`src/rtl/rtc_alarm_defs.vh`:
```
// Register offsets, field positions and reset values of the clock register side
`ifndef RTC_ALARM_DEFS_VH
`define RTC_ALARM_DEFS_VH

// SFR offsets
`define OFS_CLOCK_CONFIG 8'hA1
`define OFS_ALARM_EN 8'hA2
`define OFS_IND_PTR 8'hA3
`define OFS_IND_DATA 8'hA4
`define OFS_WRITE_KEY 8'hC1
`define OFS_NOM_TRIM 8'hF6
`define OFS_TEMP_TRIM 8'hF7

// Field positions
`define ALARM_FLAG_BIT 6
`define ALARM_EN_MSB 4
`define PTR_WRITE_BIT 7
`define PTR_ADDR_MSB 4

// Key that unlocks one indirect write
`define WRITE_KEY_VALUE 8'hEA

// Indirect addresses
`define IND_ALARM_FIRST 5'h0A
`define IND_ALARM_LAST 5'h0E
`define IND_COUNTER_FIRST 5'h02

// Reset values
`define RST_BYTE 8'h00
`define RST_ADDR 5'h00
`define RST_EN 5'h00

// Key sequence stages
`define KEY_IDLE 2'h0
`define KEY_LOADED 2'h1
`define KEY_DATA 2'h2

`endif

```
`src/rtl/alarm_field_match.v`:
```
// Per-field alarm comparison with enables
`timescale 1ns/1ps

module alarm_field_match #(
    parameter FIELDS = 5,
    parameter WIDTH = 8
) (
    input wire [FIELDS-1:0] fieldEnable,
    input wire [FIELDS*WIDTH-1:0] alarmVec,
    input wire [FIELDS*WIDTH-1:0] counterVec,
    output wire allMatch
);

    wire [FIELDS-1:0] fieldHit;

    genvar i;
    generate
        for (i = 0; i < FIELDS; i = i + 1) begin : gField
            // A disabled field never blocks the match
            assign fieldHit[i] = ~fieldEnable[i] |
                (alarmVec[i*WIDTH +: WIDTH] == counterVec[i*WIDTH +: WIDTH]);
        end
    endgenerate

    // At least one field must be enabled
    assign allMatch = (&fieldHit) & (|fieldEnable);

endmodule // alarm_field_match

```
`src/rtl/crystal_trim_reg.v`:
```
// One 8-bit crystal compensation register
`timescale 1ns/1ps
`include "rtc_alarm_defs.vh"

module crystal_trim_reg #(
    parameter WIDTH = 8
) (
    input wire mclk,
    input wire rst_n,
    input wire clearReq,
    input wire wrEn,
    input wire [WIDTH-1:0] wrData,
    output reg [WIDTH-1:0] value_reg
);

    always @(posedge mclk) begin
        if (!rst_n || clearReq) begin
            value_reg <= `RST_BYTE;
        end else if (wrEn) begin
            value_reg <= wrData;
        end
    end

endmodule // crystal_trim_reg

```
`src/rtl/rtc_alarm_access.v`:
```
// Alarm enables, alarm match, indirect pointer access, write key and trim registers
`timescale 1ns/1ps
`include "rtc_alarm_defs.vh"

module rtc_alarm_access #(
    parameter FIELDS = 5,
    parameter WIDTH = 8
) (
    input wire mclk,
    input wire rst_n,
    input wire [7:0] sfrAddr,
    input wire [7:0] sfrWrData,
    input wire sfrWr,
    input wire sfrRd,
    output reg [7:0] sfrRdData_reg,
    input wire clockIntEnable,
    output wire rtcIrq,
    output reg alarmFlag_reg,
    input wire counterUpdate,
    input wire [WIDTH-1:0] secondCount,
    input wire [WIDTH-1:0] minuteCount,
    input wire [WIDTH-1:0] hourCount,
    input wire [WIDTH-1:0] weekdayCount,
    input wire [WIDTH-1:0] dateCount,
    output wire [4:0] timekeepAddr,
    output wire timekeepWrEn,
    output wire [WIDTH-1:0] timekeepWrData,
    input wire [WIDTH-1:0] timekeepRdData,
    input wire watchdogReset,
    input wire externalReset,
    input wire powerOnReset,
    output wire [WIDTH-1:0] nominalTrim,
    output wire [WIDTH-1:0] temperatureTrim
);

    // ------------------------------------------------------------
    // Declarations
    // ------------------------------------------------------------

    reg [FIELDS-1:0] fieldEnable_reg;
    reg ptrWrite_reg;
    reg [4:0] ptrAddr_reg;
    reg [WIDTH-1:0] dataWindow_reg;
    reg [WIDTH-1:0] writeKey_reg;
    reg [1:0] keyStage_reg;
    reg [1:0] keyStage_next;
    reg readPend_reg;
    reg writePend_reg;

    wire wrConfig;
    wire wrEnable;
    wire wrPointer;
    wire wrData;
    wire wrKey;
    wire wrNomTrim;
    wire wrTempTrim;
    wire keyValid;
    wire targetIsAlarm;
    wire [4:0] alarmIndex;
    wire [FIELDS*WIDTH-1:0] alarmVec;
    wire [FIELDS*WIDTH-1:0] counterVec;
    wire allMatch;
    wire alarmSet;
    wire alarmClear;
    reg [WIDTH-1:0] indirectRead;
    wire trimClear;

    // ------------------------------------------------------------
    // Address decode
    // ------------------------------------------------------------

    // Strobes are one-cycle pulses, so every decode is one too
    assign wrConfig = sfrWr && (sfrAddr == `OFS_CLOCK_CONFIG);
    assign wrEnable = sfrWr && (sfrAddr == `OFS_ALARM_EN);
    assign wrPointer = sfrWr && (sfrAddr == `OFS_IND_PTR);
    assign wrData = sfrWr && (sfrAddr == `OFS_IND_DATA);
    assign wrKey = sfrWr && (sfrAddr == `OFS_WRITE_KEY);
    assign wrNomTrim = sfrWr && (sfrAddr == `OFS_NOM_TRIM);
    assign wrTempTrim = sfrWr && (sfrAddr == `OFS_TEMP_TRIM);

    // ------------------------------------------------------------
    // Alarm field enables
    // ------------------------------------------------------------

    always @(posedge mclk) begin
        if (!rst_n) begin
            fieldEnable_reg <= `RST_EN;
        end else if (wrEnable) begin
            fieldEnable_reg <= sfrWrData[`ALARM_EN_MSB:0];
        end
    end

    // ------------------------------------------------------------
    // Write key sequencing
    // ------------------------------------------------------------

    // Key must be loaded, then data written, then pointer written
    always @* begin
        keyStage_next = `KEY_IDLE;
        if (wrKey) begin
            keyStage_next = `KEY_LOADED;
        end else if (wrData) begin
            if (keyStage_reg == `KEY_LOADED) begin
                keyStage_next = `KEY_DATA;
            end else begin
                keyStage_next = `KEY_IDLE;
            end
        end else if (sfrWr) begin
            keyStage_next = `KEY_IDLE;
        end else begin
            keyStage_next = keyStage_reg;
        end
    end

    assign keyValid = (writeKey_reg == `WRITE_KEY_VALUE) &&
        (keyStage_reg == `KEY_DATA);

    always @(posedge mclk) begin
        if (!rst_n) begin
            keyStage_reg <= `KEY_IDLE;
        end else begin
            keyStage_reg <= keyStage_next;
        end
    end

    // A failed attempt keeps the key but has to restart the sequence
    always @(posedge mclk) begin
        if (!rst_n) begin
            writeKey_reg <= `RST_BYTE;
        end else if (wrKey) begin
            writeKey_reg <= sfrWrData;
        end else if (wrPointer && sfrWrData[`PTR_WRITE_BIT] && keyValid) begin
            writeKey_reg <= `RST_BYTE;
        end
    end

    // ------------------------------------------------------------
    // Indirect pointer
    // ------------------------------------------------------------

    always @(posedge mclk) begin
        if (!rst_n) begin
            ptrWrite_reg <= 1'b0;
            ptrAddr_reg <= `RST_ADDR;
        end else if (wrPointer) begin
            ptrWrite_reg <= sfrWrData[`PTR_WRITE_BIT];
            ptrAddr_reg <= sfrWrData[`PTR_ADDR_MSB:0];
        end
    end

    // Transfer runs in the cycle after the pointer write
    always @(posedge mclk) begin
        if (!rst_n) begin
            readPend_reg <= 1'b0;
            writePend_reg <= 1'b0;
        end else begin
            readPend_reg <= wrPointer && !sfrWrData[`PTR_WRITE_BIT];
            writePend_reg <= wrPointer && sfrWrData[`PTR_WRITE_BIT] &&
                keyValid;
        end
    end

    assign alarmIndex = ptrAddr_reg - `IND_ALARM_FIRST;
    assign targetIsAlarm = (ptrAddr_reg >= `IND_ALARM_FIRST) &&
        (ptrAddr_reg <= `IND_ALARM_LAST);

    // ------------------------------------------------------------
    // Timekeeping side port
    // ------------------------------------------------------------

    assign timekeepAddr = ptrAddr_reg;
    // Alarm address writes are served here and never strobe the counter side, though the address still appears on timekeepAddr
    assign timekeepWrEn = writePend_reg && !targetIsAlarm;
    assign timekeepWrData = dataWindow_reg;

    // ------------------------------------------------------------
    // Indirect read source
    // ------------------------------------------------------------

    // Alarm bytes answer from this block, other addresses from the counters
    always @* begin
        indirectRead = timekeepRdData;
        if (targetIsAlarm) begin
            indirectRead = alarmVec[alarmIndex*WIDTH +: WIDTH];
        end
    end

    // ------------------------------------------------------------
    // Data window
    // ------------------------------------------------------------

    always @(posedge mclk) begin
        if (!rst_n) begin
            dataWindow_reg <= `RST_BYTE;
        end else if (wrData) begin
            dataWindow_reg <= sfrWrData;
        end else if (readPend_reg) begin
            dataWindow_reg <= indirectRead;
        end
    end

    // ------------------------------------------------------------
    // Alarm registers
    // ------------------------------------------------------------

    genvar g;
    generate
        for (g = 0; g < FIELDS; g = g + 1) begin : gAlarm
            reg [WIDTH-1:0] alarmByte_reg;
            always @(posedge mclk) begin
                if (!rst_n) begin
                    alarmByte_reg <= `RST_BYTE;
                end else if (writePend_reg && targetIsAlarm && (alarmIndex == g)) begin
                    alarmByte_reg <= dataWindow_reg;
                end
            end
            assign alarmVec[g*WIDTH +: WIDTH] = alarmByte_reg;
        end
    endgenerate

    // Field order matches enable bits: second, minute, hour, weekday, date
    assign counterVec = {dateCount, weekdayCount, hourCount,
        minuteCount, secondCount};

    // ------------------------------------------------------------
    // Alarm match and flag
    // ------------------------------------------------------------

    alarm_field_match #(
        .FIELDS(FIELDS),
        .WIDTH(WIDTH)
    ) uMatch (
        .fieldEnable(fieldEnable_reg),
        .alarmVec(alarmVec),
        .counterVec(counterVec),
        .allMatch(allMatch)
    );

    assign alarmSet = counterUpdate && allMatch;
    assign alarmClear = wrConfig && !sfrWrData[`ALARM_FLAG_BIT];

    // A set in the clearing cycle wins
    always @(posedge mclk) begin
        if (!rst_n) begin
            alarmFlag_reg <= 1'b0;
        end else if (alarmSet) begin
            alarmFlag_reg <= 1'b1;
        end else if (alarmClear) begin
            alarmFlag_reg <= 1'b0;
        end
    end

    assign rtcIrq = alarmFlag_reg && clockIntEnable;

    // ------------------------------------------------------------
    // Compensation registers
    // ------------------------------------------------------------

    assign trimClear = watchdogReset || externalReset || powerOnReset;

    crystal_trim_reg #(
        .WIDTH(WIDTH)
    ) uNomTrim (
        .mclk(mclk),
        .rst_n(rst_n),
        .clearReq(trimClear),
        .wrEn(wrNomTrim),
        .wrData(sfrWrData),
        .value_reg(nominalTrim)
    );

    crystal_trim_reg #(
        .WIDTH(WIDTH)
    ) uTempTrim (
        .mclk(mclk),
        .rst_n(rst_n),
        .clearReq(trimClear),
        .wrEn(wrTempTrim),
        .wrData(sfrWrData),
        .value_reg(temperatureTrim)
    );

    // ------------------------------------------------------------
    // Read path
    // ------------------------------------------------------------

    // Reserved bits read as zero
    always @(posedge mclk) begin
        if (!rst_n) begin
            sfrRdData_reg <= `RST_BYTE;
        end else if (sfrRd) begin
            case (sfrAddr)
                `OFS_CLOCK_CONFIG: begin
                    sfrRdData_reg <= {1'b0, alarmFlag_reg, 6'h00};
                end
                `OFS_ALARM_EN: begin
                    sfrRdData_reg <= {3'h0, fieldEnable_reg};
                end
                `OFS_IND_PTR: begin
                    sfrRdData_reg <= {ptrWrite_reg, 2'h0, ptrAddr_reg};
                end
                `OFS_IND_DATA: begin
                    sfrRdData_reg <= dataWindow_reg;
                end
                `OFS_WRITE_KEY: begin
                    sfrRdData_reg <= writeKey_reg;
                end
                `OFS_NOM_TRIM: begin
                    sfrRdData_reg <= nominalTrim;
                end
                `OFS_TEMP_TRIM: begin
                    sfrRdData_reg <= temperatureTrim;
                end
                default: begin
                    sfrRdData_reg <= `RST_BYTE;
                end
            endcase
        end
    end

endmodule // rtc_alarm_access

```
`config.mk`:
```
export PLATFORM = sky130hd
export DESIGN_NAME = rtc_alarm_access
export DESIGN_NICKNAME = d
export VERILOG_FILES = /design/src/rtl/alarm_field_match.v /design/src/rtl/crystal_trim_reg.v /design/src/rtl/rtc_alarm_access.v
export VERILOG_INCLUDE_DIRS = /design/src /design/src/rtl
export SDC_FILE = /design/constraint.sdc
export NUM_CORES = 1
export LEC_CHECK = 0
export ABC_AREA = 1
export BUFFER_PORTS_ARGS = -buffer_cell sky130_fd_sc_hd__buf_2
export CORE_UTILIZATION = 29
export DETAILED_ROUTE_END_ITERATION = 16
export GPL_TIMING_DRIVEN = 0
export PLACE_DENSITY = 0.46
export SLEW_MARGIN = 20
export SYNTH_ARGS = -nofsm -noshare
export SYNTH_HDL_FRONTEND = slang
export SYNTH_HIERARCHICAL = 1
export SYNTH_SLANG_ARGS = --single-unit
export TNS_END_PERCENT = 100
```
`constraint.sdc`:
```
create_clock -name mclk -period 1.79 [get_ports mclk]
set_input_delay 0.179 -clock mclk [delete_from_list [all_inputs] [get_ports mclk]]
set_output_delay 0.179 -clock mclk [all_outputs]
set_load 0.05 [all_outputs]
```
# Yosys cells after proc, flatten, opt, wreduce, memory -nomap -nowiden
# Index checks and enable logic that the tools add are counted.
[totals] ff_bits=96 latchBits=0 ramBits=0 romBits=0 input_bits=73 out_inout_bits=40 mem_count=0
[op_classes] n_addsub=1 multipliers=0 div_mod_pow=0 n_lt_le_gt_ge=2 eq_ne=19 shift=1 mux=12 bitwise_logic=12 n_reduce_logical=38
[ops] op="== test 8 bit (second input constant)" n=8
[ops] op="case mux 8 bit (7 select lines)" n=1
[ops] op="== test 8 bit" n=5
[ops] op="two-way mux 8 bit" n=5
[ops] op="indexed part select 40 x 9 -> 8 bit" n=1
[ops] op="logical AND 1 bit" n=22
[ops] op="== test 5 x 2 -> 1 bit (second input constant)" n=2
[ops] op="nonzero test 2 bit" n=4
[ops] op="two-way mux 2 bit" n=3
[ops] op="NOT 1 bit" n=6
[ops] op="== test 5 x 1 -> 1 bit (second input constant)" n=1
[ops] op="== test 5 x 3 -> 1 bit (second input constant)" n=1
[ops] op=">= comparator 5 x 4 -> 1 bit (second input constant)" n=1
[ops] op="less-or-equal comparator 5 x 4 -> 1 bit (second input constant)" n=1
[ops] op="logical NOT 5 bit" n=1
[ops] op="bitwise OR 1 bit" n=5
[ops] op="AND reduction 5 bit" n=1
[ops] op="OR reduction 5 bit" n=1
[ops] op="subtractor 5 x 4 -> 5 bit (second input constant)" n=1
[ops] op="logical NOT 1 bit" n=4
[ops] op="logical OR 1 bit" n=3
[ops] op="two-way mux 1 bit" n=3
[ops] op="nonzero test 3 bit" n=1
[ops] op="== test 2 x 1 -> 1 bit (second input constant)" n=1
[ops] op="3 further kinds" n=3

# Depth between registers and ports, before layout
[logic_depth] word_depth=6 mapped_depth=11 mapped_depth_nobuf=11

# Cells and area by module
# The synthesis kept the hierarchy.
[by_module_without_submodules] module="rtc_alarm_access" instances=1 cells_per_inst=682 area_per_inst_um2=4360.4 seq_area_each_um2=1601.5
[by_module_without_submodules] module="alarm_field_match" instances=1 cells_per_inst=126 area_per_inst_um2=626.9 seq_area_each_um2=0.0
[by_module_without_submodules] module="crystal_trim_reg" instances=2 cells_per_inst=36 area_per_inst_um2=282.8 seq_area_each_um2=160.2

# Least setup slack after synthesis
# Ideal clock, no wire load.
[synth_path] path_type="reg-to-reg" from="register ptrAddr_reg[1], in the netlist timekeepAddr[1]" to="register gAlarm[2].alarmByte_reg[0]" setup_time_ns=0.113 arrival_time_ns=2.156 slack_ns=-0.479 stages_incl_launch_ff=10 synth_period_minus_slack_ns=2.269 cell_sequence="dfxtp_1 inv_2 ha_1 inv_1 nor2_2 nand2_1 nor2_1 nand3_1 nand2_1 nor2_1"
[synth_between] elab_chain_cells=4 word_cells_on_any_way=7
[synth_rtl] item="from (decl)" line_no="rtc_alarm_access.v:42" source="reg [4:0] ptrAddr_reg;"
[synth_rtl] item="from (signal assigned)" line_no="rtc_alarm_access.v:144" source="ptrAddr_reg <= `RST_ADDR;"
[synth_rtl] item="from (signal assigned)" line_no="rtc_alarm_access.v:147" source="ptrAddr_reg <= sfrWrData[`PTR_ADDR_MSB:0];"
[synth_rtl] item="parallel branches: the longest is 3 deep, another holds subtractor 5 x 4 -> 5 bit"
[synth_rtl] item="logical AND 1 bit (*)" line_no="rtc_alarm_access.v:213" source="end else if (writePend_reg && targetIsAlarm && (alarmIndex == g)) begin"
[synth_rtl] item="to (signal assigned)" line_no="rtc_alarm_access.v:212" source="alarmByte_reg <= `RST_BYTE;"
[synth_rtl] item="to (signal assigned)" line_no="rtc_alarm_access.v:214" source="alarmByte_reg <= dataWindow_reg;"
[synth_rtl] item="to (decl)" line_no="rtc_alarm_access.v:209" source="reg [WIDTH-1:0] alarmByte_reg;"
# Every way passes the cells marked *.
# A chain may end at the register's enable or synchronous reset.

# Worst setup path after layout
[layout_path] from="register ptrAddr_reg[2], in the netlist timekeepAddr[2]" to="register gAlarm[4].alarmByte_reg[5]"
[layout_between] elab_chain_cells=4 word_cells_on_any_way=7
[layout_rtl] item="parallel branches: the longest is 3 deep, another holds subtractor 5 x 4 -> 5 bit"
[layout_rtl] item="logical AND 1 bit (*)" line_no="rtc_alarm_access.v:213"
[layout_rtl] item="to (signal assigned)" line_no="rtc_alarm_access.v:212"
[layout_rtl] item="to (signal assigned)" line_no="rtc_alarm_access.v:214"
[layout_rtl] item="to (decl)" line_no="rtc_alarm_access.v:209"
# Marked as above.

==> impl_metrics.ini <==
[pwr]
power.leakage_nw = 3.11
ir_worst_vdd_uv = 452
p_per_area_mw_per_mm2 = 656
design_power_total_mw = 4.85

[synthesis]
syn_nets = 956
ys_warn_count = 6
netlist_instances = 880
synth-seq-cells = 96
yosysSeqAreaShare_pct = 34.6
syn_area_mm2 = 0.00555
synthDistinctLibCells = 27
avgSynthCellArea_um2 = 6.31

[setup_path]
path_cells = inv_4, ha_4, nand2_4, a21oi_4, nand3_4, buf_6, nor2_4, buf_12, buf_8, nand3_1, nand2_1, nor2_1
critPathMaxFanout = 8
end_kind = register
required_ns = 2.05
critPathLaunchType = register
rrSetupSlack_ns = -0.01
path_delay_family = buffers and inverters
crit_slowest_cell = dfxtp_4
arrival_ns = 2.06
crit_buf_inv = 4
crit_type = reg2reg
cpPeakStageDelay_ns = 0.37

[hold_path]
hp-class = in2reg

[layout]
largest_reg_flops = 40
fin_nets = 1104
ff_latch_area_mm2 = 0.00193
antenna_cells = 0
multi_input_area_mm2 = 0.00352
finalNonFillerCells = 1267
drive_gt1_share_pct = 23.4
area_growth_syn_to_layout_pct = 33.1
fillCellCount = 2047

[clock_tree]
numCtsBuffers = 9
cts_hold_buffers = 0
clockBufferDepth = 2
worstSkewPairLatency_ns = 0.36
clock_sinks = 96
path_clk_slew_ns = 0.07
cts_root_buf = clkbuf_16
cts_htree_levels = 3
cts_tree = built

[routing]
first_pass_iters = 4
drcViolationCount = 0
drt-wirelength-per-cell_um = 16.4
via_per_inst = 4.75
routed_wl_mm = 20.8
antenna_left = 0
vias = 6015
drt_iter0_drc = 363

[sta]
tightest_slew_ns = 0.599
setup_violations = 5
fmax_mhz = 555
maxSlewHeadroom_pct = 59.9
worst_clock_skew_ns = 0.0112
post-route-period-util_pct = 101
drv_slew = 0
rsz0062_at_grt = true
post-route-worst-setup-slack_ns = -0.0124
final_hold_viol_count = 0
layout_min_cycle_time_ns = 1.80

[outcome]
status = complete, but fails checks
violations = setup timing

[floorplanning]
rows = 50
fp.dieW_um = 140
die_area_mm2 = 0.0197
fp.dieH_um = 140
start_util_pct = 29.7
io_pins = 113
core_area_mm2 = 0.0187

[global_route]
grt_max_degree = 17
antenna_found_initial = 1
grt_first_pass_wirelength_mm = 31.1
track_usage_pct = 21.2
grt_pass1_vias = 5380
grt_overflow = 0

[placed_design]
place_congestion = 0.881
placed_cells_incl_taps = 1225
portBuffers = 111
dpl.hpwl_mm = 15.3

[job]
max-cap-violations = 0
## through the flow
step                      setup slack (ns)  instance area, um2  hold slack [ns]  util [%]  TNS, ns
after floorplan                     0.0142                5590            0.258         -        0
after global placement              -0.265                6440            0.446      34.4   -10.28
after detailed placement            -0.274                6440            0.451      34.4   -10.70
after CTS                          -0.0581                6910           0.0743      36.9   -0.183
after global routing                -0.105                7390            0.117      39.5    -2.85
final                              -0.0124                7390           0.0803      39.5  -0.0255
## where the power goes
group | leakage [nW] | internal, mW | switching, mW | total (mW)
Clock | 0.174 | 1.46 | 0.933 | 2.39
Sequential | 0.775 | 2.13 | 0.00220 | 2.13
Combinational | 2.16 | 0.122 | 0.200 | 0.323
Total | 3.11 | 3.71 | 1.14 | 4.85
## per-layer routing
| layer | track usage (%) | vias up | routed length (um) |
|---|---|---|---|
| met5 | 0 | - | 0 |
| met4 | 6.07 | 0 | 221 |
| met3 | 2.36 | 11 | 1060 |
| met2 | 32.6 | 167 | 9200 |
| met1 | 30.8 | 2738 | 10300 |
| li1 | - | 3099 | - |
## synthesized netlist by cell type
cell type / n / area share (%)
nor3_1: 4 / 0.36
ha_1: 3 / 0.68
nor2_2: 9 / 1.0
a21oi_1: 61 / 5.5
clkbuf_1: 9 / 0.61
nor2_1: 136 / 9.2
o21ai_0: 19 / 1.7
or3_1: 1 / 0.11
dfxtp_1: 96 / 35
o31ai_1: 1 / 0.14
buf_2: 5 / 0.45
clkinv_1: 2 / 0.14
nand2_1: 272 / 18
nand3_2: 3 / 0.54
nand4_1: 10 / 1.1
inv_1: 77 / 5.2
o21ai_2: 1 / 0.16
nand3_1: 110 / 9.9
buf_4: 3 / 0.41
xnor2_1: 31 / 4.9
o211ai_1: 8 / 1.1
nor2_8: 6 / 2.2
nand2_8: 1 / 0.36
xor2_1: 2 / 0.32
buf_1: 4 / 0.27
inv_2: 4 / 0.27
buf_6: 2 / 0.41
## path summary, 6_finish.rpt
kind | cells past startpoint | from | end
worst max-delay path | 12 | timekeepAddr[2]$_SDFFE_PN0N_ | gAlarm[4].alarmByte_reg[5]$_SDFFE_PN0P_
worst min-delay path | 3 | counterUpdate | alarmFlag_reg$_SDFFE_PN0P_
worst max register to register | 12 | timekeepAddr[2]$_SDFFE_PN0N_ | gAlarm[4].alarmByte_reg[5]$_SDFFE_PN0P_
worst min register to register | 2 | ptrWrite_reg$_SDFFE_PN0N_ | ptrWrite_reg$_SDFFE_PN0N_
## cells by family (layout without fill, tap and decap cells)
group / count (synthesis) / in the layout / synth area share, %
DFF: 96 / 96 / 34.6
and+or+nand+nor: 552 / 552 / 43.2
AOI/OAI and AO/OA: 90 / 90 / 8.58
xor gates and xnor gates: 33 / 33 / 5.21
adders and majority gates: 3 / 3 / 0.676
buffers and inverters: 106 / 259 / 7.75
## cell usage in the layout, fill, tap and decap left out, types with 19 or more instances in the layout
cell type,n
buf_4,20
a21oi_1,60
inv_1,75
xnor2_1,30
nand2_1,262
nand3_2,24
buf_2,113
nor2_1,129
o21ai_0,19
dfxtp_1,92
nand3_1,87
## tightest hold or removal path: stages
cell	delay, ns
buf_2	0.10
nand2_1	0.06
a21oi_1	0.06
## final cells by class
| type | count | area share (%) |
|---|---|---|
| Multi-Input combinational cell | 678 | 47.6 |
| Timing Repair Buffer | 137 | 10.9 |
| Clock buffer | 10 | 3.39 |
| Inverter | 83 | 4.40 |
| Clock inverter | 6 | 1.51 |
| Buffer | 23 | 2.12 |
| Tap cell | 234 | 3.96 |
| Sequential cell | 96 | 26.1 |
## what timing repair did
item | 4_1_cts | 5_1_grt
gates resized for setup | 18 | 72
setup buffers | 4 | 18
pin swaps | 4 | 16
gates cloned | 0 | 4
endpoints found under the hold margin | 0 | 0
setup endpoints to repair | 49 | 46
No activity file was read; power rests on OpenSTA's default activity.
